File: src/core/dem_regs.vh
// register indices, field positions, reset values and timing for the execution monitor
`ifndef DEM_REGS_VH
`define DEM_REGS_VH

// register indices; the byte address is four times the index
`define DEM_IDX_WD_START 16'hf443
`define DEM_IDX_WD_STEP 16'hf444
`define DEM_IDX_BLK_EN 16'hf450
`define DEM_IDX_BLK_LEN 16'hf451
`define DEM_IDX_PC_HIGH 16'hf460
`define DEM_IDX_PC_LOW 16'hf461
`define DEM_IDX_PC_CLEAR 16'hf462
`define DEM_IDX_FPEAK_HIGH 16'hf463
`define DEM_IDX_FPEAK_LOW 16'hf464
`define DEM_IDX_APEAK_HIGH 16'hf465
`define DEM_IDX_APEAK_LOW 16'hf466
`define DEM_IDX_IRQ_STATUS 16'hf470
`define DEM_IDX_IRQ_MASK 16'hf471

// field widths and positions
`define DEM_WD_START_W 13
`define DEM_WD_STEP_W 4
`define DEM_BLK_LEN_W 16
`define DEM_PC_W 24
`define DEM_PC_HIGH_MSB 23
`define DEM_PC_HIGH_LSB 16
`define DEM_PC_LOW_MSB 15
`define DEM_ENABLE_BIT 0
`define DEM_CLEAR_BIT 0
`define DEM_IRQ_W 2
`define DEM_IRQ_BLOCK_BIT 0
`define DEM_IRQ_WDOG_BIT 1

// reset values
`define DEM_RST_WD_START 13'h0000
`define DEM_RST_WD_STEP 4'h0
`define DEM_RST_BLK_LEN 16'h0000
`define DEM_RST_PC 24'h000000
`define DEM_RST_IRQ 2'h0

// watchdog step timing: base interval in cycles for code 0000, largest code 1011
`define DEM_WD_BASE_CYCLES 18'h00040
`define DEM_WD_DIV_W 18
`define DEM_WD_CODE_MAX 4'hb

// ahb encodings
`define DEM_HSIZE_WORD 3'h2
`endif

File: src/core/dem_top.v
// execution monitor top: ahb-lite slave, block counter, interrupts
//
// Functional notes
// - watchdog period is prescale interval multiplied by the start value
// - prescale code 0000 steps every 64 cycles, doubling up to code 1011
// - enable bit 0 gates block interrupt generation
// - block counter advances on each frame-start pulse while enable bit 0 is set, else held at zero
// - at programmed block length raise block interrupt and restart counter
// - current 24-bit pc readable: bits 23..16 high register, 15..0 low
// - clear control at 1 zeroes and freezes observed pc; at 0 updates
// - setting then releasing clear bit resets since-start peak registers
// - last-frame peak pair records highest pc during latest frame
// - clear control also zeroes the last-frame peak pair
// - since-start peak pair updates when a larger pc appears while clear is 0
// - watchdog counts down from start, reloads on restart, errors at zero
// - watchdog start value is 13 bits in low register bits
`timescale 1ns/1ps
`include "dem_regs.vh"
module dem_top #(
	parameter [`DEM_WD_DIV_W-1:0] WD_BASE_CYCLES = `DEM_WD_BASE_CYCLES
) (
	input wire CLK_IN,
	input wire RST_N_IN,
	input wire HSEL_IN,
	input wire [31:0] HADDR_IN,
	input wire [1:0] HTRANS_IN,
	input wire HWRITE_IN,
	input wire [2:0] HSIZE_IN,
	input wire [31:0] HWDATA_IN,
	input wire HREADY_IN,
	output reg [31:0] HRDATA_OUT,
	output reg HREADYOUT_OUT,
	output reg HRESP_OUT,
	input wire [`DEM_PC_W-1:0] PC_IN,
	input wire FRAME_START_IN,
	input wire PROG_RESTART_IN,
	output reg BLOCK_IRQ_OUT,
	output reg WATCHDOG_ERR_OUT,
	output reg IRQ_OUT
);
	// software registers
	reg [`DEM_WD_START_W-1:0] wd_start_ff;
	reg [`DEM_WD_STEP_W-1:0] wd_step_ff;
	reg blk_en_ff;
	reg [`DEM_BLK_LEN_W-1:0] blk_len_ff;
	reg pc_clear_ff;
	reg [`DEM_IRQ_W-1:0] irq_status_ff;
	reg [`DEM_IRQ_W-1:0] irq_mask_ff;

	// block counter
	reg [`DEM_BLK_LEN_W-1:0] blk_cnt_ff;
	reg [`DEM_BLK_LEN_W-1:0] nxt_blk_cnt;
	reg nxt_blk_irq;

	// bus pipeline
	reg wr_pend_ff;
	reg rd_pend_ff;
	reg [15:0] addr_idx_ff;
	wire accept;
	wire take_write;
	wire take_read;
	wire do_write;
	reg [31:0] nxt_rdata;

	// interrupt status next value
	reg [`DEM_IRQ_W-1:0] nxt_status;
	reg [`DEM_IRQ_W-1:0] irq_events;

	// monitor outputs
	wire wd_expire;
	wire [`DEM_PC_W-1:0] pc_value;
	wire [`DEM_PC_W-1:0] frame_peak;
	wire [`DEM_PC_W-1:0] alltime_peak;

	// word index of a byte address
	function [15:0] word_index;
		input [31:0] addr;
		begin
			word_index = addr[17:2];
		end
	endfunction

	// high half of a 24-bit value, zero above bit 7
	function [31:0] high_word;
		input [`DEM_PC_W-1:0] v;
		begin
			high_word = {24'h000000, v[`DEM_PC_HIGH_MSB:`DEM_PC_HIGH_LSB]};
		end
	endfunction

	// low half of a 24-bit value
	function [31:0] low_word;
		input [`DEM_PC_W-1:0] v;
		begin
			low_word = {16'h0000, v[`DEM_PC_LOW_MSB:0]};
		end
	endfunction

	// address phase
	assign accept = HSEL_IN & HTRANS_IN[1] & HREADY_IN;
	assign take_write = accept & HWRITE_IN & (HSIZE_IN == `DEM_HSIZE_WORD);
	assign take_read = accept & ~HWRITE_IN;
	assign do_write = wr_pend_ff & HREADY_IN;

	// watchdog
	dem_watchdog #(
		.BASE_CYCLES(WD_BASE_CYCLES)
	) u_watchdog (
		.clk_in(CLK_IN),
		.rst_n_in(RST_N_IN),
		.step_select_in(wd_step_ff),
		.start_value_in(wd_start_ff),
		.restart_in(PROG_RESTART_IN),
		.expire_out(wd_expire)
	);

	// program-counter monitor
	dem_pc_monitor u_pc_monitor (
		.clk_in(CLK_IN),
		.rst_n_in(RST_N_IN),
		.clear_in(pc_clear_ff),
		.pc_in(PC_IN),
		.frame_start_in(FRAME_START_IN),
		.pc_value_out(pc_value),
		.frame_peak_out(frame_peak),
		.alltime_peak_out(alltime_peak)
	);

	// block counter next state
	always @* begin
		nxt_blk_cnt = blk_cnt_ff;
		nxt_blk_irq = 1'b0;
		if (!blk_en_ff) begin
			nxt_blk_cnt = 16'h0000;
		end else if (FRAME_START_IN) begin
			nxt_blk_cnt = blk_cnt_ff + 16'h0001;
			if (nxt_blk_cnt >= blk_len_ff) begin
				nxt_blk_cnt = 16'h0000;
				nxt_blk_irq = 1'b1;
			end
		end
	end

	// sticky status: a new event wins over a write-one clear
	always @* begin
		irq_events = `DEM_RST_IRQ;
		irq_events[`DEM_IRQ_BLOCK_BIT] = nxt_blk_irq;
		irq_events[`DEM_IRQ_WDOG_BIT] = wd_expire;
		nxt_status = irq_status_ff;
		if (do_write && (addr_idx_ff == `DEM_IDX_IRQ_STATUS)) begin
			nxt_status = irq_status_ff & ~HWDATA_IN[`DEM_IRQ_W-1:0];
		end
		nxt_status = nxt_status | irq_events;
	end

	// read data mux
	always @* begin
		nxt_rdata = 32'h00000000;
		case (addr_idx_ff)
			`DEM_IDX_WD_START: begin
				nxt_rdata = {19'h00000, wd_start_ff};
			end
			`DEM_IDX_WD_STEP: begin
				nxt_rdata = {28'h0000000, wd_step_ff};
			end
			`DEM_IDX_BLK_EN: begin
				nxt_rdata = {31'h00000000, blk_en_ff};
			end
			`DEM_IDX_BLK_LEN: begin
				nxt_rdata = {16'h0000, blk_len_ff};
			end
			`DEM_IDX_PC_HIGH: begin
				nxt_rdata = high_word(pc_value);
			end
			`DEM_IDX_PC_LOW: begin
				nxt_rdata = low_word(pc_value);
			end
			`DEM_IDX_PC_CLEAR: begin
				nxt_rdata = {31'h00000000, pc_clear_ff};
			end
			`DEM_IDX_FPEAK_HIGH: begin
				nxt_rdata = high_word(frame_peak);
			end
			`DEM_IDX_FPEAK_LOW: begin
				nxt_rdata = low_word(frame_peak);
			end
			`DEM_IDX_APEAK_HIGH: begin
				nxt_rdata = high_word(alltime_peak);
			end
			`DEM_IDX_APEAK_LOW: begin
				nxt_rdata = low_word(alltime_peak);
			end
			`DEM_IDX_IRQ_STATUS: begin
				nxt_rdata = {30'h00000000, irq_status_ff};
			end
			`DEM_IDX_IRQ_MASK: begin
				nxt_rdata = {30'h00000000, irq_mask_ff};
			end
			default: begin
				nxt_rdata = 32'h00000000;
			end
		endcase
	end

	// bus slave: writes finish with no wait, reads take one wait state
	// pending flags for the data phase
	always @(posedge CLK_IN) begin
		if (!RST_N_IN) begin
			wr_pend_ff <= 1'b0;
			rd_pend_ff <= 1'b0;
		end else if (rd_pend_ff) begin
			rd_pend_ff <= 1'b0;
		end else begin
			wr_pend_ff <= take_write;
			rd_pend_ff <= take_read;
		end
	end

	// address phase capture; held through the read wait cycle
	always @(posedge CLK_IN) begin
		if (!RST_N_IN) begin
			addr_idx_ff <= 16'h0000;
		end else if (!rd_pend_ff && accept) begin
			addr_idx_ff <= word_index(HADDR_IN);
		end
	end

	// read data loads in the wait cycle and stands until the next read
	always @(posedge CLK_IN) begin
		if (!RST_N_IN) begin
			HRDATA_OUT <= 32'h00000000;
		end else if (rd_pend_ff) begin
			HRDATA_OUT <= nxt_rdata;
		end
	end

	// ready drops for one cycle after a read is taken
	always @(posedge CLK_IN) begin
		if (!RST_N_IN) begin
			HREADYOUT_OUT <= 1'b1;
		end else if (rd_pend_ff) begin
			HREADYOUT_OUT <= 1'b1;
		end else begin
			HREADYOUT_OUT <= ~take_read;
		end
	end

	// response is always okay
	always @(posedge CLK_IN) begin
		if (!RST_N_IN) begin
			HRESP_OUT <= 1'b0;
		end else begin
			HRESP_OUT <= 1'b0;
		end
	end

	// register writes; read-only and unmapped words are ignored
	always @(posedge CLK_IN) begin
		if (!RST_N_IN) begin
			wd_start_ff <= `DEM_RST_WD_START;
			wd_step_ff <= `DEM_RST_WD_STEP;
			blk_en_ff <= 1'b0;
			blk_len_ff <= `DEM_RST_BLK_LEN;
			pc_clear_ff <= 1'b0;
			irq_mask_ff <= `DEM_RST_IRQ;
		end else if (do_write) begin
			case (addr_idx_ff)
				`DEM_IDX_WD_START: begin
					wd_start_ff <= HWDATA_IN[`DEM_WD_START_W-1:0];
				end
				`DEM_IDX_WD_STEP: begin
					wd_step_ff <= HWDATA_IN[`DEM_WD_STEP_W-1:0];
				end
				`DEM_IDX_BLK_EN: begin
					blk_en_ff <= HWDATA_IN[`DEM_ENABLE_BIT];
				end
				`DEM_IDX_BLK_LEN: begin
					blk_len_ff <= HWDATA_IN[`DEM_BLK_LEN_W-1:0];
				end
				`DEM_IDX_PC_CLEAR: begin
					pc_clear_ff <= HWDATA_IN[`DEM_CLEAR_BIT];
				end
				`DEM_IDX_IRQ_MASK: begin
					irq_mask_ff <= HWDATA_IN[`DEM_IRQ_W-1:0];
				end
				default: begin
					pc_clear_ff <= pc_clear_ff;
				end
			endcase
		end
	end

	// block counter
	always @(posedge CLK_IN) begin
		if (!RST_N_IN) begin
			blk_cnt_ff <= 16'h0000;
		end else begin
			blk_cnt_ff <= nxt_blk_cnt;
		end
	end

	// block interrupt pulse
	always @(posedge CLK_IN) begin
		if (!RST_N_IN) begin
			BLOCK_IRQ_OUT <= 1'b0;
		end else begin
			BLOCK_IRQ_OUT <= nxt_blk_irq;
		end
	end

	// watchdog error pulse towards the panic manager
	always @(posedge CLK_IN) begin
		if (!RST_N_IN) begin
			WATCHDOG_ERR_OUT <= 1'b0;
		end else begin
			WATCHDOG_ERR_OUT <= wd_expire;
		end
	end

	// sticky status bits
	always @(posedge CLK_IN) begin
		if (!RST_N_IN) begin
			irq_status_ff <= `DEM_RST_IRQ;
		end else begin
			irq_status_ff <= nxt_status;
		end
	end

	// level interrupt, same edge as the status update
	always @(posedge CLK_IN) begin
		if (!RST_N_IN) begin
			IRQ_OUT <= 1'b0;
		end else begin
			IRQ_OUT <= |(nxt_status & irq_mask_ff);
		end
	end
endmodule

File: src/core/dem_watchdog.v
// watchdog prescaler and countdown
`timescale 1ns/1ps
`include "dem_regs.vh"
module dem_watchdog #(
	parameter [`DEM_WD_DIV_W-1:0] BASE_CYCLES = `DEM_WD_BASE_CYCLES
) (
	input wire clk_in,
	input wire rst_n_in,
	input wire [`DEM_WD_STEP_W-1:0] step_select_in,
	input wire [`DEM_WD_START_W-1:0] start_value_in,
	input wire restart_in,
	output reg expire_out
);
	reg [`DEM_WD_DIV_W-1:0] div_ff;
	reg [`DEM_WD_START_W-1:0] count_ff;
	reg armed_ff;
	wire step;

	// reserved codes fall back to the largest interval
	function [`DEM_WD_DIV_W-1:0] step_interval;
		input [`DEM_WD_STEP_W-1:0] code;
		begin
			if (code > `DEM_WD_CODE_MAX) begin
				step_interval = BASE_CYCLES << `DEM_WD_CODE_MAX;
			end else begin
				step_interval = BASE_CYCLES << code;
			end
		end
	endfunction

	// one step per interval, so the total is interval times start value
	assign step = (div_ff == (step_interval(step_select_in) - 18'h00001));

	always @(posedge clk_in) begin
		if (!rst_n_in) begin
			div_ff <= 18'h00000;
			count_ff <= `DEM_RST_WD_START;
			armed_ff <= 1'b0;
			expire_out <= 1'b0;
		end else begin
			expire_out <= 1'b0;
			if (restart_in) begin
				div_ff <= 18'h00000;
				count_ff <= start_value_in;
				armed_ff <= 1'b1;
			end else begin
				div_ff <= step ? 18'h00000 : div_ff + 18'h00001;
				if (step && armed_ff) begin
					if (count_ff <= 13'h0001) begin
						count_ff <= 13'h0000;
						armed_ff <= 1'b0;
						expire_out <= 1'b1;
					end else begin
						count_ff <= count_ff - 13'h0001;
					end
				end
			end
		end
	end
endmodule

File: src/core/dem_pc_monitor.v
// program-counter snapshot and peak trackers
`timescale 1ns/1ps
`include "dem_regs.vh"
module dem_pc_monitor (
	input wire clk_in,
	input wire rst_n_in,
	input wire clear_in,
	input wire [`DEM_PC_W-1:0] pc_in,
	input wire frame_start_in,
	output reg [`DEM_PC_W-1:0] pc_value_out,
	output reg [`DEM_PC_W-1:0] frame_peak_out,
	output reg [`DEM_PC_W-1:0] alltime_peak_out
);
	reg [`DEM_PC_W-1:0] run_max_ff;
	reg clear_d_ff;
	wire release_clear;

	function [`DEM_PC_W-1:0] max24;
		input [`DEM_PC_W-1:0] a;
		input [`DEM_PC_W-1:0] b;
		begin
			max24 = (a > b) ? a : b;
		end
	endfunction

	assign release_clear = clear_d_ff & ~clear_in;

	always @(posedge clk_in) begin
		if (!rst_n_in) begin
			pc_value_out <= `DEM_RST_PC;
			frame_peak_out <= `DEM_RST_PC;
			alltime_peak_out <= `DEM_RST_PC;
			run_max_ff <= `DEM_RST_PC;
			clear_d_ff <= 1'b0;
		end else begin
			clear_d_ff <= clear_in;
			if (clear_in) begin
				pc_value_out <= `DEM_RST_PC;
				frame_peak_out <= `DEM_RST_PC;
				run_max_ff <= `DEM_RST_PC;
			end else begin
				pc_value_out <= pc_in;
				if (frame_start_in) begin
					frame_peak_out <= run_max_ff;
					run_max_ff <= pc_in;
				end else begin
					run_max_ff <= max24(run_max_ff, pc_in);
				end
			end
			if (release_clear) begin
				alltime_peak_out <= `DEM_RST_PC;
			end else if (!clear_in) begin
				alltime_peak_out <= max24(alltime_peak_out, pc_in);
			end
		end
	end
endmodule

File: config.mk
export PLATFORM = sky130hd
export DESIGN_NAME = dem_top
export DESIGN_NICKNAME = d
export VERILOG_FILES = /design/src/core/dem_top.v /design/src/core/dem_watchdog.v /design/src/core/dem_pc_monitor.v
export VERILOG_INCLUDE_DIRS = /design/src /design/src/core
export SDC_FILE = /design/constraint.sdc
export NUM_CORES = 1
export LEC_CHECK = 0
export BUFFER_PORTS_ARGS = -buffer_cell sky130_fd_sc_hd__buf_2
export CORE_MARGIN = 4
export CORE_UTILIZATION = 34
export DETAILED_ROUTE_END_ITERATION = 12
export PLACE_DENSITY = 0.53
export SYNTH_ARGS = -nofsm -noshare
export SYNTH_HDL_FRONTEND = slang
export SYNTH_HIERARCHICAL = 1
export SYNTH_SLANG_ARGS = --single-unit
File: constraint.sdc
create_clock -name CLK_IN -period 7.2 [get_ports CLK_IN]
set_input_delay 0.36 -clock CLK_IN [delete_from_list [all_inputs] [get_ports CLK_IN]]
set_output_delay 0.36 -clock CLK_IN [all_outputs]
set_load 0.005 [all_outputs]
# After elaboration in Yosys (flattened, before gate mapping)
# Cells that the tools add are included.
word_totals:
  reg_bits: 239
  out_inout_bits: 37
op_classes:
  n_addsub: 4
  mux: 16
  n_shift: 1
  n_reduce_logical: 21
  magnitude_cmp: 5
  n_eq_ne: 16
  n_bitwise: 17
ops:
  columns: ["op", "n"]
  rows:
  - ["$eq 16x16->1 const B", 13]
  - ["$pmux 16 s13", 1]
  - ["$gt 24x24->1", 2]
  - ["$mux 24", 2]
  - ["$mux 13", 3]
  - ["$add 18x1->18 const B", 1]
  - ["$eq 18x18->1", 1]
  - ["$mux 18", 1]
  - ["$reduce_and 2->1", 9]
  - ["$shl 7x4->18 const A", 1]
  - ["$sub 18x1->18 const B", 1]
  - ["$add 16x1->16 const B", 1]
  - ["$ge 16x16->1", 1]
  - ["$mux 16", 1]
  - ["$le 13x1->1 const B", 1]
  - ["$sub 13x1->13 const B", 1]
  - ["$reduce_or 2->1", 4]
  - ["$and 1x1->1", 7]
  - ["$mux 1", 7]
  - ["$not 1->1", 6]
  - ["$reduce_or 3->1", 2]
  - ["$and 2x2->2", 2]
  - ["$gt 4x4->1 const B", 1]
  - ["$reduce_bool 2->1", 2]
  - ["other kinds (7)", 9]

# Longest topological paths before layout
depth:
  depth_word: 8
  depth_mapped: 15
  depth_no_buf: 13

# Hierarchy
# Netlist, hierarchy kept.
by_module_without_submodules:
  columns: ["mod", "n_inst", "seq_area_each_um2", "area_each_um2", "cells_each"]
  rows:
  - ["dem_top", 1, 1861.8, 5230.0, 613]
  - ["dem_pc_monitor", 1, 1941.9, 4535.6, 495]
  - ["dem_watchdog", 1, 660.6, 2220.9, 289]

# Worst setup path after synthesis
# No wires, ideal clock.
synth_path:
  path_type: "register to register"
  from: "register wd_step_ff[1]"
  to: "register u_watchdog.count_ff[9]"
  path_slack_ns: 4.079
  path_stages_with_launch: 10
  path_buffers: 0
  required_ns: 7.121
  t_arrival_ns: 3.042
  synth_period_minus_slack_ns: 3.121
  path_cell_list: "dfxtp_1 -> or4_1 -> ha_1 -> xnor2_1 -> or3_1 -> a2111o_1 -> and4bb_1 -> nand3_2 -> or4_4 -> o211ai_1"
synth_between:
  elab_chain_cells: 6
  word_cells_on_any_way: 7
synth_lines:
  columns: ["element", "line_no", "text"]
  rows:
  - ["from (decl)", "dem_top.v:43", "reg [`DEM_WD_STEP_W-1:0] wd_step_ff;"]
  - ["from (signal assigned)", "dem_top.v:261", "wd_step_ff <= `DEM_RST_WD_STEP;"]
  - ["from (signal assigned)", "dem_top.v:272", "wd_step_ff <= HWDATA_IN[`DEM_WD_STEP_W-1:0];"]
  - ["$gt 4x4->1 (no source line) or $shl 7x4->18 (tied branches)", null, null]
  - ["$mux 18 (*)", "dem_watchdog.v:23", "if (code > `DEM_WD_CODE_MAX) begin"]
  - ["$sub 18x1->18 (*)", "dem_watchdog.v:32", "assign step = (div_ff == (step_interval(step_select_in) - 18'h00001));"]
  - ["$eq 18x18->1 (*)", "dem_watchdog.v:32", null]
  - ["$logic_and 1x1->1 (*)", "dem_watchdog.v:48", "if (step && armed_ff) begin"]
  - ["$reduce_bool 2->1 (no source line) (*)", null, null]
  - ["to (signal assigned)", "dem_watchdog.v:37", "count_ff <= `DEM_RST_WD_START;"]
  - ["to (signal assigned)", "dem_watchdog.v:44", "count_ff <= start_value_in;"]
  - ["to (signal assigned)", "dem_watchdog.v:54", "count_ff <= count_ff - 13'h0001;"]
  - ["to (decl)", "dem_watchdog.v:15", "reg [`DEM_WD_START_W-1:0] count_ff;"]
# Every way passes the cells marked *; elsewhere a longest branch is shown, timed or not.
# A chain may end at the register's enable or synchronous reset.

# Worst setup path in the final report
layout_path:
  from: "register wd_step_ff[3]"
  to: "register u_watchdog.count_ff[0]"
# The elaborated chain is that of the path after synthesis.

==> metrics.md <==
| Metric | Value |
|---|---|
| Post-route DRC | `0` |
| Clock transition at the registers of the reported paths | `~60 ps` |
| Site Rows | `slightly below 70` |
| Setup Buffers After CTS | `0` |
| Unrepaired setup endpoints after global routing | `no` |
| CP Class | `reg2reg` |
| Number of global-route vias before repair | `9729` |
| Synth Area in XOR/XNOR | `2.63%` |
| Core ar. | `34600 um2` |
| Total CTS buffers | `28` |
| Cell variety after synth | `88` |
| Slowest-stage cell, CP | `or4_1` |
| WL per Instance | `~17 um` |
| Max clock buf depth | `3` |
| Root Driver | `clkbuf_16` |
| Top_reg_cell synth | `dfxtp_1` |
| Max stage delay on crit path | `roughly 670 ps` |
| Die Height | `about 200 um` |
| Port buffer count | `86` |
| Slew margin rel. | `21.6%` |
| Initial Utilization | `34.6%` |
| Cell family with most CP delay | `simple AND/OR/NAND/NOR gates` |
| Via count | `10019` |
| CTS Hold Bufs | `0` |
| Final nets | `1619` |
| Adder-Cell Fraction of Synth Area | `7.20%` |
| Bufs and invs on worst path | `0` |
| RePlAce Congestion | `0.842` |
| CTS tree | `done` |
| Inserted Diodes | `0` |
| Clock insertion delay at the later pin of the skew report | `550 ps` |
| Post-CTS sizing | `0` |
| TritonCTS Sinks | `223` |
| Commonest non-fill, non-tap cell in the layout | `dfxtp_1` |
| Post-Synth Simple-Gate Area | `about 23%` |
| Run status | `completed` |
| Die width | `approximately 200 um` |
| Post-synth EDFFs | `0` |
| Clock Skew | `26.5 ps` |
| Min cycle time layout | `3980 ps` |
| Via/cell ratio | `roughly 5.2` |
| Final Hold Vio Count | `0` |
| Global-route wire length before repair | `between 50 and 60 mm` |
| Seq/Total Area, Yosys | `a little under two fifths` |
| Setup tns final | `0 ps` |
| Final HPWL DP | `25.3 mm` |
| Synth Area per Inst | `about 8.6 um2` |
| Max-slew violations | `0` |
| Total power | `2.98 mW` |
| Max Cap Viol | `0` |
| Initial antenna violation count | `0` |
| Share of layout cells above drive strength 1 | `11.7%` |
| Critical path arrival | `between 4000 and 5000 ps` |
| Final worst path period share | `between 50% and 60%` |
| Num ports | `137` |
| Pwr per Cell Area | `220 nW/um2` |
| Hold path startpoint | `PC_IN[6]` |
| Yosys reg bits | `about 220` |
| Cells after synthesis | `roughly 1400` |
| Routed wire length | `between 30 and 40 mm` |
| Largest family of logic cells by synthesized area | `simple AND/OR/NAND/NOR gates` |
| Asr flop ratio synth | `0%` |
| Ys Warns | `6` |
| Mapped cell area | `12000 um2` |
| Crit start category | `flip-flop` |
| Number of fillers in the final layout | `3567` |
| Non-Filler Instances | `approximately 1900` |
| Leak | `5.67 nW` |
| Post-synthesis mux area share | `under 10%` |
| Worst-Margin Slew | `1170 ps` |
| Die area | `38300 um2` |
| Max FO, Critical Path | `23` |
| Post-DRT Antenna Nets | `0` |
| Fmax | `roughly 250 MHz` |
| Pin count of the biggest net entering global routing | `a little under 80` |
| Worst path required time | `around 7600 ps` |
| Critical path origin | `wd_step_ff[3]` |
| CP endpoint kind | `flip-flop` |
| Inst Count DP | `around 1900` |
| Worst R2R Start | `wd_step_ff[3]` |
| Hold Path Class | `in2reg` |
| DR iter-0 viols | `597` |
| GRT Util Overall | `17.0%` |
| Overflow after GRT | `0` |
| Synth Area in Compound Gates | `16.9%` |
| CTS H-Tree Depth | `1` |
| Maximum VDD drop | `between 0.00015 and 0.0002 V` |
| CP cell instances | `or4_1 > ha_1 > and2_1 > o2111a_1 > a211oi_2 > nor3b_2 > nand4_1 > or3_1 > a311oi_1` |
| Setup violation total in the final timing report | `0` |
| Area growth from synthesis to layout | `13.3%` |
| Drt pass-1 iters | `5` |
| Most frequent cells in the layout | `dfxtp_1, nand2_1, inv_1, nor2_1, buf_2` |
metrics by stage:
stage | hold slack, ps | util [%] | cell area (um2) | worst slack [ps]
final | 49.4 | 39.2 | 13600 | 3220
after global routing | 48.0 | 39.2 | 13600 | 2870
after CTS | 13.4 | 39.2 | 13600 | 3250
after detailed placement | 454 | 36.5 | 12600 | 3270
after global placement | 442 | 36.5 | 12600 | 3290
after floorplan | 430 | - | 12000 | 4080
report_power, final:
group	switching, mW	total [mW]	internal, mW	leakage, nW
logic	0.152	0.249	0.0970	3.38
clock network	0.540	1.42	0.876	0.468
registers	0.0414	1.32	1.28	1.82
worst register-to-register path: stages, from the launching register on:
cell	delay, ps
dfxtp_1	580
or4_1	680
ha_1	430
and2_1	290
o2111a_1	260
a211oi_2	220
nor3b_2	280
nand4_1	440
or3_1	470
a311oi_1	250
layer usage:
metal | vias up | global-route usage, % | share of wire, %
met5 | - | 0 | 0
met4 | 0 | 3.34 | 1.7
met3 | 38 | 2.80 | 4.2
met2 | 199 | 28.1 | 46
met1 | 4738 | 23.6 | 48
li1 | 5044 | - | -
path summary, 6_finish.rpt:
| check | endpoint | slack (ps) | cells after the start |
|---|---|---|---|
| setup / recovery | u_watchdog/count_ff[0] | 3220 | 9 |
| setup reg to reg | u_watchdog/count_ff[0] | 3220 | 9 |
| hold / removal | u_pc_monitor/pc_value_out[6] | 50 | 3 |
| hold reg to reg | HRDATA_OUT[13] | 460 | 2 |
state kept, by name (all words and copies together), names as in the netlist, 16 cells and up:
register,count
u_pc_monitor/alltime_peak_out,24
u_pc_monitor/frame_peak_out,24
u_pc_monitor/pc_value_out,24
u_pc_monitor/run_max_ff,24
u_watchdog/div_ff,18
HRDATA_OUT,16
addr_idx_ff,16
blk_cnt_ff,16
blk_len_ff,16
synth_stat cells, types with 4 or more instances:
master | n | area (um2)
xor2_1 | 17 | 149
and2_1 | 11 | 68.8
o21ai_0 | 58 | 290
a21boi_1 | 40 | 300
a22o_1 | 11 | 96.3
buf_4 | 23 | 173
nand3_1 | 72 | 360
and3_1 | 11 | 68.8
nand2b_1 | 4 | 25.0
nand2_1 | 184 | 691
o2bb2ai_1 | 4 | 35.0
inv_1 | 90 | 338
a31oi_1 | 14 | 87.6
a21boi_0 | 22 | 165
a21o_1 | 6 | 45.0
a21oi_1 | 39 | 195
o211ai_1 | 13 | 97.6
ha_1 | 69 | 863
nand4_1 | 21 | 131
or3_1 | 6 | 37.5
buf_2 | 4 | 20.0
nand3b_1 | 5 | 37.5
nor2b_1 | 32 | 200
and4_1 | 6 | 52.6
nor3_2 | 6 | 60.1
or4_1 | 5 | 37.5
mux2i_1 | 80 | 801
xnor2_1 | 19 | 166
nor4_1 | 12 | 75.1
dfxtp_1 | 223 | 4460
a222oi_1 | 13 | 130
a32o_1 | 6 | 60.1
nor2_1 | 90 | 338
clkbuf_1 | 47 | 176
o21ai_1 | 4 | 20.0
buf_6 | 7 | 78.8
a22oi_1 | 15 | 113
nor4b_1 | 6 | 52.6
nor3_1 | 25 | 125
cells by family after synthesis:
group	after synthesis
and+or+nand+nor	526
AOI/OAI and AO/OA	286
DFF	223
buffers and inverters	175
muxes	81
adders and majority gates	69
xor gates and xnor gates	36
other	1
final cells by class:
cell class,instances,area (um2),share of cell area (%)
Multi-Input combinational cell,1015,6790,50.0
Sequential cell,223,4460,32.9
Clock buffer,36,791,5.82
Tap cell,455,569,4.19
Timing Repair Buffer,92,475,3.50
Inverter,90,338,2.49
Clock inverter,12,153,1.12
No activity file was read; power rests on OpenSTA's default activity.
